===== src/hw/io_channel_pkg.sv =====
// Purpose: shared constants and types of the i/o channel unit
// Assumes: one 125 MHz clock, 24-bit words, 12-bit core addresses
// Notes:   descriptor fields apply to drum transfer words
`default_nettype none
package io_channel_pkg;
	localparam int WORD_W      = 24;           // data, mask and line group width
	localparam int ADDR_W      = 12;           // core memory address width
	localparam int GROUPS      = 8;            // sense / select line groups
	localparam int BUFS        = 8;            // i/o buffer registers
	localparam int SEL_W       = 3;            // group / register number width
	localparam int PRIO_LINES  = 8;            // priority request inputs
	localparam int RANK_W      = 3;            // priority value 1-8 held as 0-7
	localparam int TRACK_DEPTH = 8;            // words per buffer track fifo
	localparam int DESC_ADDR_LSB = 0;          // first core word of a drum transfer
	localparam int DESC_CNT_LSB  = 12;         // word count of a drum transfer
	localparam int DESC_CNT_W    = 12;
	localparam logic [WORD_W-1:0] WORD_RST = 24'h000000;

	typedef enum logic [2:0] {
		OP_SENSE,      // sense_group_op
		OP_SETUP,      // device_setup_op
		OP_LOAD,       // buffer_load_op
		OP_STORE,      // buffer_store_op
		OP_DRUM_WRITE, // drum_write_op
		OP_DRUM_READ   // drum_read_op
	} io_op_t;
endpackage
`default_nettype wire


===== src/hw/stream_if.sv =====
// Purpose: valid/ready word stream between the unit and its track fifos
// Assumes: single clock domain
// Notes:   a word moves on a cycle where valid and ready are both high
`default_nettype none
interface stream_if #(parameter int W = 24);
	logic         valid;
	logic         ready;
	logic [W-1:0] data;
	modport src (output valid, output data, input ready);
	modport snk (input valid, input data, output ready);
endinterface
`default_nettype wire


===== src/hw/track_fifo.sv =====
// Purpose: buffer track storage, a parameterised synchronous fifo
// Assumes: filler and drainer on mclk
// Notes:   full drops ready upstream; empty drops valid downstream
`default_nettype none
module track_fifo #(
	parameter int W     = 24,
	parameter int DEPTH = 8
) (
	input  wire logic mclk,
	input  wire logic nrst,
	stream_if.snk     fill,
	stream_if.src     drain
);
	localparam int PW = $clog2(DEPTH);
	logic [W-1:0]  store_ff [DEPTH];
	logic [PW-1:0] wptr_ff;
	logic [PW-1:0] rptr_ff;
	logic [PW:0]   count_ff;
	logic          push;
	logic          pop;

	// handshake and occupancy
	assign fill.ready  = (count_ff != (PW+1)'(DEPTH));
	assign drain.valid = (count_ff != '0);
	assign drain.data  = store_ff[rptr_ff];
	assign push        = fill.valid & fill.ready;
	assign pop         = drain.valid & drain.ready;

	// storage words
	always_ff @(posedge mclk) begin
		if (push) begin
			store_ff[wptr_ff] <= fill.data;
		end
	end

	// pointers and count
	always_ff @(posedge mclk or negedge nrst) begin
		if (!nrst) begin
			wptr_ff  <= '0;
			rptr_ff  <= '0;
			count_ff <= '0;
		end else begin
			if (push) wptr_ff <= (wptr_ff == PW'(DEPTH-1)) ? '0 : wptr_ff + 1'b1;
			if (pop) rptr_ff <= (rptr_ff == PW'(DEPTH-1)) ? '0 : rptr_ff + 1'b1;
			count_ff <= count_ff + (PW+1)'(push) - (PW+1)'(pop);
		end
	end
endmodule // track_fifo
`default_nettype wire


===== src/hw/io_channel_unit.sv =====
// Purpose: i/o channels - sense, select, buffer registers, priority, drum tracks
// Assumes: sequencer issues one op at a time; peripheral data ports on mclk
// Notes:   status and priority pins are asynchronous and pass a 3-flop filter
// Functional notes
// - 192 status sense inputs in eight groups of 24; sense picks one group.
// - sense ANDs chosen group with mask word from memory into left accumulator.
// - 192 select outputs in eight groups; setup activates chosen lines in one group.
// - eight independently addressed 24-bit buffer registers numbered 0 to 7.
// - register 0 serves standard peripherals, others serve special devices.
// - load moves memory word into register; store moves register into memory.
// - load stalls while target register still holds an untaken word.
// - store stalls until the input device has filled the target register.
// - eight priority request inputs into request register, each ranked 1 to 8.
// - drum track transfers run beside instruction execution; it waits only behind an engine access in flight or, for a drum op, a busy engine.
// - read tracks filled by device, emptied to memory by drum read.
// - write tracks filled by drum write, then unloaded to device.
// - each buffer track has its own fifo and device handshake; one engine serves one track at a time.
// - every operand address except a store's points to a parameter word; a store writes its data word there.
`default_nettype none
module io_channel_unit
	import io_channel_pkg::*;
(
	input  wire logic                           mclk,
	input  wire logic                           nrst,
	// sequencer command port
	input  wire logic                           cmd_valid,
	output logic                                cmd_ready,
	input  wire io_op_t                         cmd_op,
	input  wire logic [SEL_W-1:0]               cmd_sel,
	input  wire logic [ADDR_W-1:0]              cmd_addr,
	output logic                                op_done,
	output logic                                lacc_we,
	output logic [WORD_W-1:0]                   lacc_data,
	// core memory port
	output logic                                mem_req,
	output logic                                mem_we,
	output logic [ADDR_W-1:0]                   mem_addr,
	output logic [WORD_W-1:0]                   mem_wdata,
	input  wire logic                           mem_gnt,
	input  wire logic [WORD_W-1:0]              mem_rdata,
	// line groups
	input  wire logic [GROUPS-1:0][WORD_W-1:0]  status_sense_lines,
	output logic      [GROUPS-1:0][WORD_W-1:0]  device_select_lines,
	// buffer registers, peripheral side
	input  wire logic [BUFS-1:0]                buf_fill_we,
	input  wire logic [WORD_W-1:0]              buf_fill_data,
	input  wire logic [BUFS-1:0]                buf_take,
	output logic      [BUFS-1:0]                buf_full,
	output logic      [BUFS-1:0][WORD_W-1:0]    io_buffer_register,
	// priority requests
	input  wire logic [PRIO_LINES-1:0]          prio_req_pin,
	input  wire logic [PRIO_LINES-1:0][RANK_W-1:0] prio_rank,
	input  wire logic [PRIO_LINES-1:0]          prio_service,
	output logic      [PRIO_LINES-1:0]          priority_request_reg,
	output logic                                prio_top_valid,
	output logic      [SEL_W-1:0]               prio_top_line,
	// drum buffer tracks, device side
	input  wire logic                           rd_track_valid,
	output logic                                rd_track_ready,
	input  wire logic [WORD_W-1:0]              rd_track_data,
	output logic                                wr_track_valid,
	input  wire logic                           wr_track_ready,
	output logic [WORD_W-1:0]                   wr_track_data,
	output logic                                drum_busy
);
	// ------------------------------------------------------------------
	// input synchronisers
	// ------------------------------------------------------------------
	localparam int SYN_W = GROUPS*WORD_W + PRIO_LINES;
	logic [SYN_W-1:0] syn1_ff, syn2_ff, syn3_ff, syn_ok_ff;
	logic [GROUPS-1:0][WORD_W-1:0] sense_now;
	logic [PRIO_LINES-1:0]         prio_now;

	// three stages; a change counts once stages two and three agree
	always_ff @(posedge mclk or negedge nrst) begin
		if (!nrst) begin
			syn1_ff   <= '0;
			syn2_ff   <= '0;
			syn3_ff   <= '0;
			syn_ok_ff <= '0;
		end else begin
			syn1_ff   <= {status_sense_lines, prio_req_pin};
			syn2_ff   <= syn1_ff;
			syn3_ff   <= syn2_ff;
			syn_ok_ff <= (syn3_ff & ~(syn2_ff ^ syn3_ff)) | (syn_ok_ff & (syn2_ff ^ syn3_ff));
		end
	end
	assign {sense_now, prio_now} = syn_ok_ff;

	// ------------------------------------------------------------------
	// priority request register
	// ------------------------------------------------------------------
	// lowest rank value wins; ties go to the lower line number
	function automatic logic [SEL_W:0] best_line(input logic [PRIO_LINES-1:0] pend,
		input logic [PRIO_LINES-1:0][RANK_W-1:0] rank);
		logic [SEL_W:0]  pick;
		logic [RANK_W:0] lvl;
		pick = '0;
		lvl  = {1'b1, {RANK_W{1'b0}}};
		for (int i = 0; i < PRIO_LINES; i++) begin
			if (pend[i] && ({1'b0, rank[i]} < lvl)) begin
				lvl  = {1'b0, rank[i]};
				pick = {1'b1, SEL_W'(i)};
			end
		end
		return pick;
	endfunction

	always_ff @(posedge mclk or negedge nrst) begin
		if (!nrst) begin
			priority_request_reg <= '0;
		end else begin
			priority_request_reg <= (priority_request_reg & ~prio_service) | prio_now;
		end
	end
	assign {prio_top_valid, prio_top_line} = best_line(priority_request_reg, prio_rank);

	// ------------------------------------------------------------------
	// instruction sequencing
	// ------------------------------------------------------------------
	typedef enum logic [2:0] {S_IDLE, S_FETCH, S_WAIT, S_PUT, S_DONE} seq_t;
	seq_t              state_ff;
	io_op_t            op_ff;
	logic [SEL_W-1:0]  sel_ff;
	logic [ADDR_W-1:0] yaddr_ff;
	logic [WORD_W-1:0] param_ff;
	logic              ins_want, eng_want, grab, own_ins_ff, busy_ff;
	logic              eng_act_ff, eng_dir_rd_ff;
	logic [ADDR_W-1:0] eng_addr_ff;
	logic [DESC_CNT_W-1:0] eng_cnt_ff;
	logic              ins_gnt, eng_gnt, drum_op, eng_go;

	assign drum_op   = (cmd_op == OP_DRUM_WRITE) || (cmd_op == OP_DRUM_READ);
	// drum ops wait only for a free engine, never for the transfer
	assign cmd_ready = (state_ff == S_IDLE) && !(drum_op && eng_act_ff);
	assign ins_gnt   = mem_gnt && own_ins_ff && busy_ff;
	assign eng_gnt   = mem_gnt && !own_ins_ff && busy_ff;
	assign ins_want  = (state_ff == S_FETCH) || (state_ff == S_PUT);

	// sequencer state
	always_ff @(posedge mclk or negedge nrst) begin
		if (!nrst) begin
			state_ff <= S_IDLE;
			op_ff    <= OP_SENSE;
			sel_ff   <= '0;
			yaddr_ff <= '0;
			param_ff <= WORD_RST;
		end else begin
			case (state_ff)
				S_IDLE: begin
					if (cmd_valid && cmd_ready) begin
						op_ff    <= cmd_op;
						sel_ff   <= cmd_sel;
						yaddr_ff <= cmd_addr;
						// store waits for the register first
						state_ff <= (cmd_op == OP_STORE) ? S_WAIT : S_FETCH;
					end
				end
				S_FETCH: begin
					// operand address names the parameter word
					if (ins_gnt) begin
						param_ff <= mem_rdata;
						state_ff <= (op_ff == OP_LOAD) ? S_WAIT : S_DONE;
					end
				end
				S_WAIT: begin
					// load stalls while full; store stalls while not full
					if ((op_ff == OP_LOAD) && !buf_full[sel_ff]) state_ff <= S_DONE;
					if ((op_ff == OP_STORE) && buf_full[sel_ff]) state_ff <= S_PUT;
				end
				S_PUT: begin
					if (ins_gnt) state_ff <= S_DONE;
				end
				S_DONE: state_ff <= S_IDLE;
				default: state_ff <= S_IDLE;
			endcase
		end
	end

	// completion, accumulator and select lines
	always_ff @(posedge mclk or negedge nrst) begin
		if (!nrst) begin
			op_done             <= 1'b0;
			lacc_we             <= 1'b0;
			lacc_data           <= WORD_RST;
			device_select_lines <= '0;
		end else begin
			op_done <= (state_ff == S_DONE);
			lacc_we <= (state_ff == S_DONE) && (op_ff == OP_SENSE);
			// whole group masked into left accumulator
			if ((state_ff == S_DONE) && (op_ff == OP_SENSE)) begin
				lacc_data <= sense_now[sel_ff] & param_ff;
			end
			// chosen lines of one group activated by the pattern word
			if ((state_ff == S_DONE) && (op_ff == OP_SETUP)) begin
				device_select_lines[sel_ff] <= param_ff;
			end
		end
	end

	// ------------------------------------------------------------------
	// buffer registers
	// ------------------------------------------------------------------
	// eight registers, each with its own fill flag; 0 serves standard units
	always_ff @(posedge mclk or negedge nrst) begin
		if (!nrst) begin
			io_buffer_register <= '0;
			buf_full           <= '0;
		end else begin
			for (int i = 0; i < BUFS; i++) begin
				if (buf_take[i]) buf_full[i] <= 1'b0;
				if (buf_fill_we[i]) begin
					io_buffer_register[i] <= buf_fill_data;
					buf_full[i]           <= 1'b1;
				end
			end
			// load moves fetched word in once the register is empty
			if ((state_ff == S_WAIT) && (op_ff == OP_LOAD) && !buf_full[sel_ff]) begin
				io_buffer_register[sel_ff] <= param_ff;
				buf_full[sel_ff]           <= 1'b1;
			end
			// store empties the register as its word goes to memory
			if ((state_ff == S_PUT) && ins_gnt && !buf_fill_we[sel_ff]) begin
				buf_full[sel_ff] <= 1'b0;
			end
		end
	end

	// ------------------------------------------------------------------
	// drum track engine and memory arbitration
	// ------------------------------------------------------------------
	stream_if #(.W(WORD_W)) rd_in ();
	stream_if #(.W(WORD_W)) rd_out ();
	stream_if #(.W(WORD_W)) wr_in ();
	stream_if #(.W(WORD_W)) wr_out ();

	// read track: device fills, engine drains to memory
	track_fifo #(.W(WORD_W), .DEPTH(TRACK_DEPTH)) rd_track (
		.mclk  (mclk),
		.nrst  (nrst),
		.fill  (rd_in),
		.drain (rd_out)
	);
	// write track: engine fills from memory, device drains
	track_fifo #(.W(WORD_W), .DEPTH(TRACK_DEPTH)) wr_track (
		.mclk  (mclk),
		.nrst  (nrst),
		.fill  (wr_in),
		.drain (wr_out)
	);
	assign rd_in.valid    = rd_track_valid;
	assign rd_in.data     = rd_track_data;
	assign rd_track_ready = rd_in.ready;
	assign wr_track_valid = wr_out.valid;
	assign wr_track_data  = wr_out.data;
	assign wr_out.ready   = wr_track_ready;
	assign drum_busy      = eng_act_ff;

	assign eng_go   = (state_ff == S_DONE) && (op_ff == OP_DRUM_WRITE || op_ff == OP_DRUM_READ);
	// a track with no room or no data stalls only the engine
	assign eng_want = eng_act_ff && (eng_dir_rd_ff ? rd_out.valid : wr_in.ready);
	assign grab     = !busy_ff && (ins_want || eng_want);
	assign rd_out.ready = grab && !ins_want && eng_dir_rd_ff;
	assign wr_in.valid  = eng_gnt && !mem_we;
	assign wr_in.data   = mem_rdata;

	// engine descriptor walk
	always_ff @(posedge mclk or negedge nrst) begin
		if (!nrst) begin
			eng_act_ff    <= 1'b0;
			eng_dir_rd_ff <= 1'b0;
			eng_addr_ff   <= '0;
			eng_cnt_ff    <= '0;
		end else if (eng_go) begin
			eng_dir_rd_ff <= (op_ff == OP_DRUM_READ);
			eng_addr_ff   <= param_ff[DESC_ADDR_LSB +: ADDR_W];
			eng_cnt_ff    <= param_ff[DESC_CNT_LSB +: DESC_CNT_W];
			eng_act_ff    <= (param_ff[DESC_CNT_LSB +: DESC_CNT_W] != '0);
		end else if (grab && !ins_want) begin
			eng_addr_ff <= eng_addr_ff + 1'b1;
			eng_cnt_ff  <= eng_cnt_ff - 1'b1;
			eng_act_ff  <= (eng_cnt_ff != DESC_CNT_W'(1));
		end
	end

	// one memory access at a time; the sequencer goes first
	always_ff @(posedge mclk or negedge nrst) begin
		if (!nrst) begin
			busy_ff    <= 1'b0;
			own_ins_ff <= 1'b0;
			mem_we     <= 1'b0;
			mem_addr   <= '0;
			mem_wdata  <= WORD_RST;
		end else if (grab) begin
			busy_ff    <= 1'b1;
			own_ins_ff <= ins_want;
			mem_we     <= ins_want ? (state_ff == S_PUT) : eng_dir_rd_ff;
			mem_addr   <= ins_want ? yaddr_ff : eng_addr_ff;
			mem_wdata  <= ins_want ? io_buffer_register[sel_ff] : rd_out.data;
		end else if (mem_gnt) begin
			busy_ff <= 1'b0;
		end
	end
	assign mem_req = busy_ff;
endmodule // io_channel_unit
`default_nettype wire


===== config.mk =====
export PLATFORM = sky130hd
export DESIGN_NAME = io_channel_unit
export DESIGN_NICKNAME = d
export VERILOG_FILES = /design/src/hw/io_channel_pkg.sv /design/src/hw/stream_if.sv /design/src/hw/track_fifo.sv /design/src/hw/io_channel_unit.sv
export SDC_FILE = /design/constraint.sdc
export NUM_CORES = 2
export LEC_CHECK = 0
export BUFFER_PORTS_ARGS = -buffer_cell sky130_fd_sc_hd__buf_2
export CORE_ASPECT_RATIO = 1.75
export CORE_UTILIZATION = 50
export CTS_CLUSTER_DIAMETER = 150
export DETAILED_ROUTE_END_ITERATION = 8
export PLACE_DENSITY = 0.78
export SLEW_MARGIN = 5
export SYNTH_ARGS = -nofsm -noshare
export SYNTH_HDL_FRONTEND = slang
export SYNTH_SLANG_ARGS = --single-unit

===== constraint.sdc =====
create_clock -name mclk -period 9.5 [get_ports mclk]
set_input_delay 0.95 -clock mclk [delete_from_list [all_inputs] [get_ports mclk]]
set_output_delay 0.95 -clock mclk [all_outputs]
set_load 0.02 [all_outputs]

==> results.cfg <==
[clock_network]
cts_buffer_depth = 3
cts-buffers-inserted = 147
ctsHoldBuffers = 0
clkLatencyLatePin_ns = 0.81
cts.sink_count = 1740
cts_root_buffer = clkbuf_16
cts_tree = yes
htreeDepth = 4
path_clk_slew_ns = 0.07

[setup_path]
path_max_fanout = 4
crit_path_max_incr_delay_ns = 0.40
crit_buf_inv = 3
cp_top_family = compound AO/OA/AOI/OAI gates
rr_startpoint = sel_ff[2]
cp-end-kind = primary output
cp.required_ns = 8.55
crit_top_cell = ha_4
path_class = reg -> out
cp.arrival_ns = 8.78
cp-start-kind = flop
critPathLaunch = priority_request_reg[0]
cp_slowest_cell = dfrtp_1

[placement]
gp_congestion = 0.916
dp_hpwl_mm = 141
dpl_cell_area_um2 = 69700
port_buffers = 839

[detailed_routing]
ant_nets = 0
routed_wl_mm = 205
dr_total_vias = 39700
wl_per_cell_um = 30.5
dr.first_iter.drc_count = 3171
dr.pass1.iters = 5
via_per_inst = 5.89
drc = 0

[synthesis]
synth_area_per_cell_um2 = 15.6
syn-cell-area_um2 = 63200
ys_types = 75
syn-num-nets = 4442
synth_edf_count = 384
synth.ff_latch_count = 1740
synthArstFlopShare_pct = 77.9
synthCells = 4059
synth_warnings = 0
ys_seq_area_share_pct = 72.0
yosys_most_used_dff = dfrtp_1

[floorplan]
placement_rows = 172
die_area_um2 = 128000
die_w_um = 271
io_pins = 840
fp.dieH_um = 472
fp.coreArea_um2 = 125000
start_util_pct = 50.4

[worst_hold_path]
hold_class = in -> async

[timing]
tns_ns = -0.560
period_needed_ns = 9.73
hold_slack_ns = 0.181
final-hold-violation-count = 0
grt_setup_unrepaired = yes
clock.fmax_mhz = 103
fin_skew_ns = 0.0501
final_max_slew_viol_count = 0
worst_slack_ns = -0.229
worst_slew_pin_slew_ns = 1.25
fin_crit_sh_pct = 102
slew-limit-headroom_pct = 16.8
setup_viol = 3

[final_layout]
syn2layout_area_growth_pct = 19.6
fill_cells = 9274
final_cell_area_um2 = 75500
drive_above_1_share_pct = 33.2
nNetsFinal = 5323
final_util_pct = 60.2

[outcome]
outcome = finished, violations left
violations = setup timing

[job]
cap_violations = 0

[grt]
antenna_found_initial = 43
grt_pass1_vias = 41200
grt_max_degree = 202
grt_overflow = 0
grt_usage_pct = 32.3
grt_pass1_wl_mm = 292

[power_and_ir_drop]
p_leak_nw = 32.9
switching_share_pct = 34.3
pwr-share-seq_pct = 43.7
p_sw_w = 0.00746
p_int_w = 0.0143
ir_drop_uv = 252
p_total_w = 0.0217
combPwrFrac_pct = 26.3
p_per_area_nw_per_um2 = 287
clkPwrFrac_pct = 30.0
## synth_stat cells (13+ instances only)
library cell / instances / area [µm²]
edfxtp_1: 384 / 11500
a21o_1: 17 / 128
maj3_1: 200 / 2000
nor2b_1: 15 / 93.8
nand4_1: 53 / 332
buf_1: 52 / 195
ha_1: 37 / 463
buf_2: 20 / 100
dfrtp_1: 1356 / 33900
a22oi_1: 212 / 1590
nand2b_1: 13 / 81.3
o21ai_0: 234 / 1170
a21oi_1: 39 / 195
xnor2_1: 14 / 123
mux2i_1: 215 / 2150
mux2_2: 266 / 3000
a221o_1: 24 / 240
inv_1: 55 / 206
nand2_1: 312 / 1170
nor2_1: 90 / 338
clkbuf_1: 186 / 698
o21ai_1: 18 / 90.1
nor3_1: 26 / 130
mux4_2: 96 / 2160
## power by group through the flow
stage | logic [W] | clock network (W) | registers [W]
global placement | 0.00546 | 0 | 0.00952
CTS | 0.00569 | 0.00660 | 0.00945
detailed placement | 0.00556 | 0 | 0.00957
finish | 0.00572 | 0.00652 | 0.00948
floorplan | 0.00285 | 0 | 0.00950
global route | 0.00602 | 0.00687 | 0.00955
## per-stage QoR
step                setup slack, ns  std cells
floorplan                    0.0628       4059
global placement             -0.891       6422
detailed placement           -0.883       6422
CTS                          -0.555       6710
global route                 -0.745       6724
finish                       -0.229       6736
## layout by cell type, fill, tap and decap left out, drive strengths merged, types with 18 or more instances in the layout
cell type,n
nor3,28
buf,991
mux2i,215
bufinv,18
a21oi,40
maj3,200
inv,62
a221o,24
o21ai,252
mux4,96
dfrtp,1356
nor2,91
clkbuf,204
a22oi,212
diode,21
nand2,312
mux2,268
edfxtp,384
ha,37
nand4,54
clkinv,36
## layout make-up
type / count / area, µm² / area share [%]
Tap cell: 1653 / 2070 / 2.74
Timing Repair Buffer: 991 / 5420 / 7.18
Multi-Input combinational cell: 2005 / 17000 / 22.5
Clock buffer: 204 / 4200 / 5.56
Sequential cell: 1740 / 45500 / 60.2
Antenna cell: 21 / 52.6 / 0.0696
Clock inverter: 67 / 1110 / 1.46
Inverter: 55 / 209 / 0.277
## layer usage
| metal | vias to the layer above | share of wire, % | track usage [%] | wire length, µm |
|---|---|---|---|---|
| met1 | 20500 | 35 | 36.9 | 72200 |
| met5 | - | 0.098 | 0 | 202 |
| met4 | 32 | 6.9 | 20.1 | 14100 |
| met3 | 580 | 10 | 11.3 | 21300 |
| li1 | 16500 | - | - | - |
| met2 | 2159 | 47 | 52.1 | 97500 |
## final timing paths
path	to	slack, ns	depth (start not counted)
setup / recovery	prio_top_line[1]	-0.23	42
hold / removal	async pin	0.18	1
setup reg to reg	io_buffer_register[139]	5.01	8
hold reg to reg	syn2_ff[118]	0.33	0
max in group asynchronous	syn3_ff[197]	6.80	3
min in group mclk	syn1_ff[103]	0.25	1
## logic make-up after synthesis
logic type / Yosys count / synth area share (%)
adder cells (fa/ha/maj): 239 / 3.96
multiplexers: 579 / 11.6
flip-flops: 1740 / 72.0
AND/OR/NAND/NOR: 570 / 4.12
XOR/XNOR: 26 / 0.360
AO/OA/AOI/OAI: 591 / 6.06
buffers and inverters: 314 / 1.92
## what timing repair did
action	in CTS	in global routing
endpoints found under the hold margin	0	0
gates cloned	0	0
resized for setup	42	22
pin swaps	31	31
setup endpoints to repair	3	3
buffers inserted	17	5
Note: power is estimated with default switching activity, not from simulation.
